<file path="src/shared/bridge_gate_regs.svh">
// Register offsets, field layouts and reset values of the bridge gate pulse generator.
// Assumes byte-wide registers reached through the serial register port.
`ifndef BRIDGE_GATE_REGS_SVH
`define BRIDGE_GATE_REGS_SVH

`define ADDR_DRIVE_PERIOD_LOW 8'h04
`define ADDR_DRIVE_PERIOD_HIGH 8'h05
`define ADDR_ON_TIME_LOW 8'h06
`define ADDR_ON_TIME_HIGH 8'h07
`define ADDR_LEG_A_DEAD_FIRST 8'h09
`define ADDR_LEG_A_DEAD_SECOND 8'h0a
`define ADDR_LEG_B_DEAD_FIRST 8'h0b
`define ADDR_LEG_B_DEAD_SECOND 8'h0c
`define ADDR_MOD_STEP 8'h0d
`define ADDR_ON_LIMIT_LOW 8'h13
`define ADDR_ON_LIMIT_HIGH 8'h14

`define PERIOD_WIDTH 11
`define ON_TIME_WIDTH 10
`define DEAD_WIDTH 5
`define MOD_WIDTH 7

`define RESET_PERIOD 11'h400
`define RESET_ON_TIME 10'h000
`define RESET_DEAD 5'h00
`define RESET_MOD 7'h00
`define RESET_ON_LIMIT 10'h000

// Soft start step, on-time counts per period
`define RAMP_STEP 10'h001

`endif

</file>
<file path="src/shared/bridge_gate_pkg.sv">
// Types shared by the bridge gate pulse generator.
// Assumes bridge_gate_regs.svh supplies the field widths.
`include "bridge_gate_regs.svh"

package bridge_gate_pkg;

    // Operating state, one-hot
    typedef enum logic [1:0]
    {
        STATE_INITIAL = 2'b01,
        STATE_DRIVE = 2'b10
    } drive_state_t;

    // One set of pulse timing values
    typedef struct packed
    {
        logic [`PERIOD_WIDTH-1:0] period;
        logic [`ON_TIME_WIDTH-1:0] onTime;
        logic [`DEAD_WIDTH-1:0] legADeadFirst;
        logic [`DEAD_WIDTH-1:0] legADeadSecond;
        logic [`DEAD_WIDTH-1:0] legBDeadFirst;
        logic [`DEAD_WIDTH-1:0] legBDeadSecond;
        logic [`MOD_WIDTH-1:0] modStep;
        logic [`ON_TIME_WIDTH-1:0] onLimit;
    } timing_t;

    // Gate pin levels; high sides are active low
    typedef struct packed
    {
        logic legAHigh;
        logic legALow;
        logic legBHigh;
        logic legBLow;
    } gates_t;

endpackage

</file>
<file path="src/logic/bridge_gate_pulse_generator.sv">
// Gate pulse generator for an external P/N MOSFET full or half bridge.
// Assumes registers are written through a byte port from the serial interface logic,
// straps are static pins, and the clock is the multiplied pulse time base.
`timescale 1ns/100ps
`default_nettype none
`include "bridge_gate_regs.svh"

// Function
// (RULE_01) Reference clock must be 8 MHz
// (RULE_02) Clock source strap selects on-chip oscillator
// (RULE_03) Topology strap low full, high half
// (RULE_04) Half bridge: leg B high-off, low-off
// (RULE_05) Period is 11-bit count of base
// (RULE_06) On-time 10-bit count, duty at most half
// (RULE_07) Four 5-bit dead-time counts per leg; the code has two per leg, four in all
// (RULE_08) Modulation step widens on-time during packet
// (RULE_09) On-time limit 10-bit, at most half
// (RULE_10) Leg A sums stay below half, limit
// (RULE_11) Leg B sums stay below half, limit
// (RULE_12) Soft start ramps on-time toward target
// (RULE_13) Pulses only in drive state
// (RULE_14) High sides active low, never shoot-through
// (RULE_15) New timing taken at period boundary
module bridge_gate_pulse_generator
(
    input wire logic clock,
    input wire logic reset_n,
    input wire logic clock_source_strap,
    input wire logic topology_strap,
    input wire logic configDone,
    input wire logic commActive,
    input wire logic regWrite,
    input wire logic [7:0] regAddr,
    input wire logic [7:0] regWriteData,
    output logic [7:0] regReadData,
    output logic onChipClockSelect,
    output logic halfBridgeMode,
    output logic driving,
    output logic leg_a_high_gate,
    output logic leg_a_low_gate,
    output logic leg_b_high_gate,
    output logic leg_b_low_gate
);

    // ----------------------------------------
    // Functions
    // ----------------------------------------

    // Half-open window test on the period count
    function automatic logic inWindow(input logic [11:0] count, input logic [11:0] start, input logic [11:0] len);
        logic [12:0] stop;
        stop = {1'b0, start} + {1'b0, len};
        inWindow = ({1'b0, count} >= {1'b0, start}) && ({1'b0, count} < stop);
    endfunction

    // ----------------------------------------
    // Strap synchronisers
    // ----------------------------------------

    logic [1:0] clkStrapSync;
    logic [1:0] topoStrapSync;
    logic [1:0] next_clkStrapSync;
    logic [1:0] next_topoStrapSync;

    // Straps are pins, so two flops before use
    always_comb
    begin
        next_clkStrapSync = {clkStrapSync[0], clock_source_strap};
        next_topoStrapSync = {topoStrapSync[0], topology_strap};
    end

    always_ff @(posedge clock or negedge reset_n)
    begin
        if (!reset_n)
        begin
            clkStrapSync <= 2'h0;
            topoStrapSync <= 2'h0;
        end
        else
        begin
            clkStrapSync <= next_clkStrapSync;
            topoStrapSync <= next_topoStrapSync;
        end
    end

    assign onChipClockSelect = clkStrapSync[1]; // [RULE_02]

    // ----------------------------------------
    // Register file
    // ----------------------------------------

    bridge_gate_pkg::timing_t regs;
    bridge_gate_pkg::timing_t next_regs;
    logic [7:0] next_regReadData;

    // Byte writes into split fields; upper unused bits dropped
    always_comb
    begin
        next_regs = regs;
        if (regWrite)
        begin
            case (regAddr)
                `ADDR_DRIVE_PERIOD_LOW: next_regs.period[7:0] = regWriteData; // [RULE_05]
                `ADDR_DRIVE_PERIOD_HIGH: next_regs.period[10:8] = regWriteData[2:0];
                `ADDR_ON_TIME_LOW: next_regs.onTime[7:0] = regWriteData; // [RULE_06]
                `ADDR_ON_TIME_HIGH: next_regs.onTime[9:8] = regWriteData[1:0];
                `ADDR_LEG_A_DEAD_FIRST: next_regs.legADeadFirst = regWriteData[4:0]; // [RULE_07]
                `ADDR_LEG_A_DEAD_SECOND: next_regs.legADeadSecond = regWriteData[4:0];
                `ADDR_LEG_B_DEAD_FIRST: next_regs.legBDeadFirst = regWriteData[4:0];
                `ADDR_LEG_B_DEAD_SECOND: next_regs.legBDeadSecond = regWriteData[4:0];
                `ADDR_MOD_STEP: next_regs.modStep = regWriteData[6:0]; // [RULE_08]
                `ADDR_ON_LIMIT_LOW: next_regs.onLimit[7:0] = regWriteData; // [RULE_09]
                `ADDR_ON_LIMIT_HIGH: next_regs.onLimit[9:8] = regWriteData[1:0];
                default: next_regs = regs;
            endcase
        end
    end

    // Read mux; unmapped offsets and unused bits read zero
    always_comb
    begin
        case (regAddr)
            `ADDR_DRIVE_PERIOD_LOW: next_regReadData = regs.period[7:0];
            `ADDR_DRIVE_PERIOD_HIGH: next_regReadData = {5'h00, regs.period[10:8]};
            `ADDR_ON_TIME_LOW: next_regReadData = regs.onTime[7:0];
            `ADDR_ON_TIME_HIGH: next_regReadData = {6'h00, regs.onTime[9:8]};
            `ADDR_LEG_A_DEAD_FIRST: next_regReadData = {3'h0, regs.legADeadFirst};
            `ADDR_LEG_A_DEAD_SECOND: next_regReadData = {3'h0, regs.legADeadSecond};
            `ADDR_LEG_B_DEAD_FIRST: next_regReadData = {3'h0, regs.legBDeadFirst};
            `ADDR_LEG_B_DEAD_SECOND: next_regReadData = {3'h0, regs.legBDeadSecond};
            `ADDR_MOD_STEP: next_regReadData = {1'h0, regs.modStep};
            `ADDR_ON_LIMIT_LOW: next_regReadData = regs.onLimit[7:0];
            `ADDR_ON_LIMIT_HIGH: next_regReadData = {6'h00, regs.onLimit[9:8]};
            default: next_regReadData = 8'h00;
        endcase
    end

    always_ff @(posedge clock or negedge reset_n)
    begin
        if (!reset_n)
        begin
            regs <= '{`RESET_PERIOD, `RESET_ON_TIME, `RESET_DEAD, `RESET_DEAD, `RESET_DEAD, `RESET_DEAD,
                      `RESET_MOD, `RESET_ON_LIMIT};
            regReadData <= 8'h00;
        end
        else
        begin
            regs <= next_regs;
            regReadData <= next_regReadData;
        end
    end

    // ----------------------------------------
    // Period engine, soft start and gates
    // ----------------------------------------

    bridge_gate_pkg::drive_state_t state;
    bridge_gate_pkg::drive_state_t next_state;
    bridge_gate_pkg::timing_t shadow;
    bridge_gate_pkg::timing_t next_shadow;
    bridge_gate_pkg::gates_t gates;
    bridge_gate_pkg::gates_t next_gates;
    logic [10:0] count;
    logic [10:0] next_count;
    logic [9:0] rampOnTime;
    logic [9:0] next_rampOnTime;
    logic halfMode;
    logic next_halfMode;
    logic boundary;
    logic [11:0] pulseLen;
    logic [11:0] halfPeriod;
    logic [11:0] limitLen;
    logic [11:0] cnt12;
    logic aHighOn;
    logic bLowOn;

    // Period of one count wraps on the last count
    assign boundary = (count >= shadow.period - 11'h001) || (shadow.period == 11'h000);
    assign cnt12 = {1'b0, count};
    assign halfPeriod = {2'h0, shadow.period[10:1]};
    assign limitLen = {2'h0, shadow.onLimit};

    // Pulse length: ramped on-time plus step while sending, clipped to the limit
    always_comb
    begin
        pulseLen = {2'h0, rampOnTime} + (commActive ? {5'h00, shadow.modStep} : 12'h000); // [RULE_08]
        if (pulseLen > limitLen)
        begin
            pulseLen = limitLen; // [RULE_09]
        end
    end

    // State, counter, shadow latch and soft start
    always_comb
    begin
        next_state = state;
        next_count = count;
        next_shadow = shadow;
        next_rampOnTime = rampOnTime;
        next_halfMode = halfMode;
        case (state)
            bridge_gate_pkg::STATE_INITIAL:
            begin
                next_count = 11'h000;
                next_rampOnTime = 10'h000;
                next_shadow = regs;
                next_halfMode = topoStrapSync[1];
                if (configDone)
                begin
                    next_state = bridge_gate_pkg::STATE_DRIVE; // [RULE_13]
                end
            end
            bridge_gate_pkg::STATE_DRIVE:
            begin
                next_count = boundary ? 11'h000 : count + 11'h001; // [RULE_05]
                if (!configDone)
                begin
                    next_state = bridge_gate_pkg::STATE_INITIAL;
                end
                else if (boundary)
                begin
                    next_shadow = regs; // [RULE_15]
                    next_halfMode = topoStrapSync[1];
                    // One step per period keeps bridge current change gentle
                    if (rampOnTime < shadow.onTime)
                    begin
                        next_rampOnTime = rampOnTime + `RAMP_STEP; // [RULE_12]
                    end
                    else if (rampOnTime > shadow.onTime)
                    begin
                        next_rampOnTime = rampOnTime - `RAMP_STEP; // [RULE_12]
                    end
                end
            end
            default:
            begin
                next_state = bridge_gate_pkg::STATE_INITIAL;
            end
        endcase
    end

    // Gate windows; first half conducts leg A high with leg B low, second half the reverse
    always_comb
    begin
        aHighOn = inWindow(cnt12, {7'h00, shadow.legADeadFirst}, pulseLen); // [RULE_07]
        bLowOn = inWindow(cnt12, {7'h00, shadow.legBDeadFirst}, pulseLen);
        next_gates.legAHigh = 1'b1;
        next_gates.legALow = 1'b0;
        next_gates.legBHigh = 1'b1;
        next_gates.legBLow = 1'b0;
        if ((state == bridge_gate_pkg::STATE_DRIVE) && !boundary) // [RULE_13]
        begin
            next_gates.legAHigh = !aHighOn; // [RULE_14]
            // Interlock guards against a bad setting causing shoot-through
            next_gates.legALow = inWindow(cnt12, halfPeriod + {7'h00, shadow.legADeadSecond}, pulseLen) && !aHighOn;
            if (!halfMode) // [RULE_03]
            begin
                next_gates.legBLow = bLowOn;
                next_gates.legBHigh = !(inWindow(cnt12, halfPeriod + {7'h00, shadow.legBDeadSecond}, pulseLen)
                                        && !bLowOn); // [RULE_14]
            end
            // Half bridge leaves leg B parked off [RULE_04]
        end
    end

    always_ff @(posedge clock or negedge reset_n)
    begin
        if (!reset_n)
        begin
            state <= bridge_gate_pkg::STATE_INITIAL;
            count <= 11'h000;
            shadow <= '{`RESET_PERIOD, `RESET_ON_TIME, `RESET_DEAD, `RESET_DEAD, `RESET_DEAD, `RESET_DEAD,
                        `RESET_MOD, `RESET_ON_LIMIT};
            rampOnTime <= 10'h000;
            halfMode <= 1'b0;
            gates <= 4'b1010;
        end
        else
        begin
            state <= next_state;
            count <= next_count;
            shadow <= next_shadow;
            rampOnTime <= next_rampOnTime;
            halfMode <= next_halfMode;
            gates <= next_gates;
        end
    end

    assign leg_a_high_gate = gates.legAHigh;
    assign leg_a_low_gate = gates.legALow;
    assign leg_b_high_gate = gates.legBHigh;
    assign leg_b_low_gate = gates.legBLow;
    assign halfBridgeMode = halfMode;
    assign driving = (state == bridge_gate_pkg::STATE_DRIVE);

endmodule

`default_nettype wire

</file>
<file path="config.mk">
export PLATFORM = sky130hd
export DESIGN_NAME = bridge_gate_pulse_generator
export DESIGN_NICKNAME = d
export VERILOG_FILES = /design/src/shared/bridge_gate_pkg.sv /design/src/logic/bridge_gate_pulse_generator.sv
export VERILOG_INCLUDE_DIRS = /design/src /design/src/shared
export SDC_FILE = /design/constraint.sdc
export NUM_CORES = 1
export LEC_CHECK = 0
export BUFFER_PORTS_ARGS = -buffer_cell sky130_fd_sc_hd__clkbuf_2
export CAP_MARGIN = 20
export CORE_MARGIN = 3
export CORE_UTILIZATION = 60
export DETAILED_ROUTE_END_ITERATION = 8
export PLACE_DENSITY = 0.77
export SKIP_LAST_GASP = 1
export SLEW_MARGIN = 20
export SYNTH_ARGS = -nofsm -noshare
export SYNTH_HDL_FRONTEND = slang
export SYNTH_SLANG_ARGS = --single-unit
</file>
<file path="constraint.sdc">
create_clock -name clock -period 8.7 [get_ports clock]
set_clock_uncertainty 0.1 [all_clocks]
set_input_delay 0.435 -clock clock [delete_from_list [all_inputs] [get_ports clock]]
set_output_delay 0.435 -clock clock [all_outputs]
set_load 0.02 [all_outputs]
</file>
==> summary.md <==
| Metric | Value |
|---|---|
| Result of the run | finished, final reports clean |
| Layout cell share with drive strength beyond 1 | 16.4% |
| Average wire length per cell after detail routing | 19.6 um |
| Power density relative to cell area | 394 nW/um^2 |
| Worst setup SP type | register |
| Number of sinks driven by the clock tree | 156 |
| Sum of net half-perimeters after detailed placement | 22,400 um |
| Root cell of the clock tree | clkbuf_16 |
| Number of enable-type register cells in the synthesized netlist | 0 |
| Family with the most delay on the worst path | compound AO/OA/AOI/OAI gates |
| Vias post-DR | 9,520 |
| Port Buffer Count | 37 |
| Detailed-route vias per instance | 6.22 |
| Slowest stage cell, crit path | fa_1 |
| Async SR Flop Fraction | 100% |
| Placed Area | 12,400 um^2 |
| Main area contributors after synthesis | dfrtp_1, ha_1, mux2_2 |
| VDD IR-drop max | 0.223 mV |
| Setup Crit Path Kind | register to register |
| DRC violations left | 0 |
| Most frequent cells after synthesis | ha_1, dfrtp_1, mux2_2 |
| Worst relative slew slack | 41.7% |
| Number of buffers between clock root and the deepest sink | 2 |
| Max-cap viol count | 0 |
| Worst-Skew Late Latency | 0.44 ns |
| Measured slew at the worst slew-check pin | 0.862 ns |
| Synthesized area divided by synthesized cell count | 9.77 um^2 |
| Final setup fails | 0 |
| Core footprint | 19,100 um^2 |
| Pin count of the biggest net entering global routing | 89 |
| Crit path DAT | 7.39 ns |
| Yosys synthesis warning count | 0 |
| Top fanout value on the critical path | 20 |
| IO Count | 38 |
| Die Outline Area | 21,600 um^2 |
| CTS tree | yes |
| Standard-cell row count | 50 |
| Number of H-tree branching levels | 4 |
| Final worst path period need | 7.11 ns |
| Number of pins exceeding their max-slew limit in the final report | 0 |
| Ratio of final minimum period to clock period | 81.8% |
| Gr ovfl total | 0 |
| Vias in the first global route | 9,612 |
| Peak clock frequency supported by timing | 141 MHz |
| Register area share after synthesis | 32.9% |
| Critical path required time | 8.98 ns |
| Final total power | 5140 uW |
| Sum of buffers and inverters on the critical path | 1 |
| Initial cell density of the core | 62.4% |
| Clock Pin Slew Worst Setup and Hold Paths | 0.08 ns |
| Post-synthesis register bit count | 156 |
| Antenna violations before repair | 0 |
| Number of hold violations in the final report | 0 |
| Final weighted congestion of routability-driven global placement | 0.918 |
| Leakage Power | 0.00651 uW |
| Number of nets in the final layout | 1,454 |
| Number of unique standard cell types used by synthesis | 82 |
| Overall die width | 147 um |
| Hold WC Path Type | primary input to register |
| Layout area overhead | 9.64% |
| Resized Gates After CTS | 0 |
| Global-route wire length before repair | 49,300 um |
| Fraction of post-synthesis cell area in the top cell type by area | 31.8% |
| Final Instance Area | 13,000 um^2 |
| Area of the mapped netlist | 11,900 um^2 |
| Die Y | 147 um |
| WHS | 0.177 ns |
| Cts bufs inserted | 17 |
| All-layer global routing usage | 28.3% |
| Gate count of the mapped netlist | 1,218 |
| Endpoint kind of the worst setup timing path | register |
| Setup TNS | 0 ns |
| Main synth FF type | dfrtp_1 |
| Most frequent cell after synthesis | ha_1 |
| Worst stage delay on the critical path | 0.42 ns |
| Routed Wire Length | 30,000 um |
| Biggest area consumer among synthesized cells | dfrtp_1 |
| RSZ-0062 raised after global routing | no |
| TritonRoute pass-1 iters | 5 |
| 1st-iter DRT viols | 692 |
| Final ANT Viol Nets | 0 |
| Antenna diode count | 0 |
worst register-to-register path, delay by kind of cell (launching register included):
kind                     cells  cell delay [ns]
AO/OA/AOI/OAI               18             3.79
flip-flops                   1             0.37
buffers and inverters        1             0.21
XOR/XNOR                     1             0.19
AND/OR/NAND/NOR              3             0.41
adder cells (fa/ha/maj)      6             1.97
timing repair:
item	CTS	global route
setup buffers	0	0
hold endpoints to repair	10	0
hold buffers	3	0
cell usage in the layout, fill, tap and decap left out, drive strengths merged, types with 9 or more instances in the layout:
master	synthesis	layout
nand2	98	98
a21oi	60	60
nor2	54	54
mux2	98	98
xor2	31	31
inv	83	91
ha	165	165
xnor2	47	47
a211oi	10	10
dfrtp	151	151
nor3	17	17
nor2b	15	15
o21ai	81	81
o211ai	9	9
nand3	35	35
and2	9	9
nand4	13	13
buf	9	15
o21a	13	13
nand2b	18	18
clkbuf	25	53
a21o	37	37
report_power, final:
part	switching [uW]	leakage, uW	internal, uW
combinational	1970	0.00408	1450
sequential	117	0.00213	819
clock	362	0.000301	417
worst paths after layout:
kind | startpoint | endpoint | cells after the start | slack [ns]
worst max-delay path | shadow[10]$_DFFE_PN0P_ | leg_a_low_gate$_DFF_PN0_ | 29 | 1.59
worst min-delay path | regWriteData[7] | regs[54]$_DFFE_PN0P_ | 2 | 0.18
worst max register to register | shadow[10]$_DFFE_PN0P_ | leg_a_low_gate$_DFF_PN0_ | 29 | 1.59
worst min register to register | clkStrapSync[0]$_DFF_PN0_ | clkStrapSync[1]$_DFF_PN0_ | 0 | 0.25
max in group asynchronous | reset_n | shadow[33]$_DFFE_PN0P_ | 3 | 6.55
min in group asynchronous | reset_n | leg_a_low_gate$_DFF_PN0_ | 2 | 0.54
routing by layer:
| metal | up-vias | wire length [um] | track usage (%) |
|---|---|---|---|
| met4 | 0 | 1020 | 11.4 |
| met5 | - | 0 | 0 |
| met2 | 343 | 13500 | 44.7 |
| li1 | 4499 | - | - |
| met1 | 4597 | 13600 | 39.0 |
| met3 | 81 | 1870 | 4.63 |
cells by family after synthesis:
family	Yosys count	synth area share, %
adders and majority gates	173	18.7
AOI/OAI and AO/OA	287	16.1
xor gates and xnor gates	78	5.80
DFF	156	32.9
other	1	0.0315
muxes	106	9.95
buffers and inverters	117	3.76
and+or+nand+nor	300	12.8
final cells by class:
type                            count  area (um^2)
Clock buffer                       17          425
Sequential cell                   156         3910
Tap cell                          260          325
Fill cell                        1450         6030
Clock inverter                     15          195
Inverter                           83          312
Timing Repair Buffer               54          327
Multi-Input combinational cell    946         7550
metrics by stage:
stage | utilization (%) | setup slack, ns | std cells
final | 68.4 | 1.59 | 1531
after global routing | 68.4 | 1.12 | 1531
after CTS | 68.4 | 1.65 | 1531
after detailed placement | 65.0 | 1.47 | 1496
after global placement | 65.0 | 1.66 | 1496
after floorplan | - | 2.01 | 1219
state kept, by name, indices dropped and copies added (netlist names), 2 cells and up:
name and flops:
clkStrapSync 2, count 11, halfPeriod 10, limitLen 10
rampOnTime 10, regReadData 8, regs 58, shadow 38
state 2, topoStrapSync 2
(Power assumes the default switching activity.)
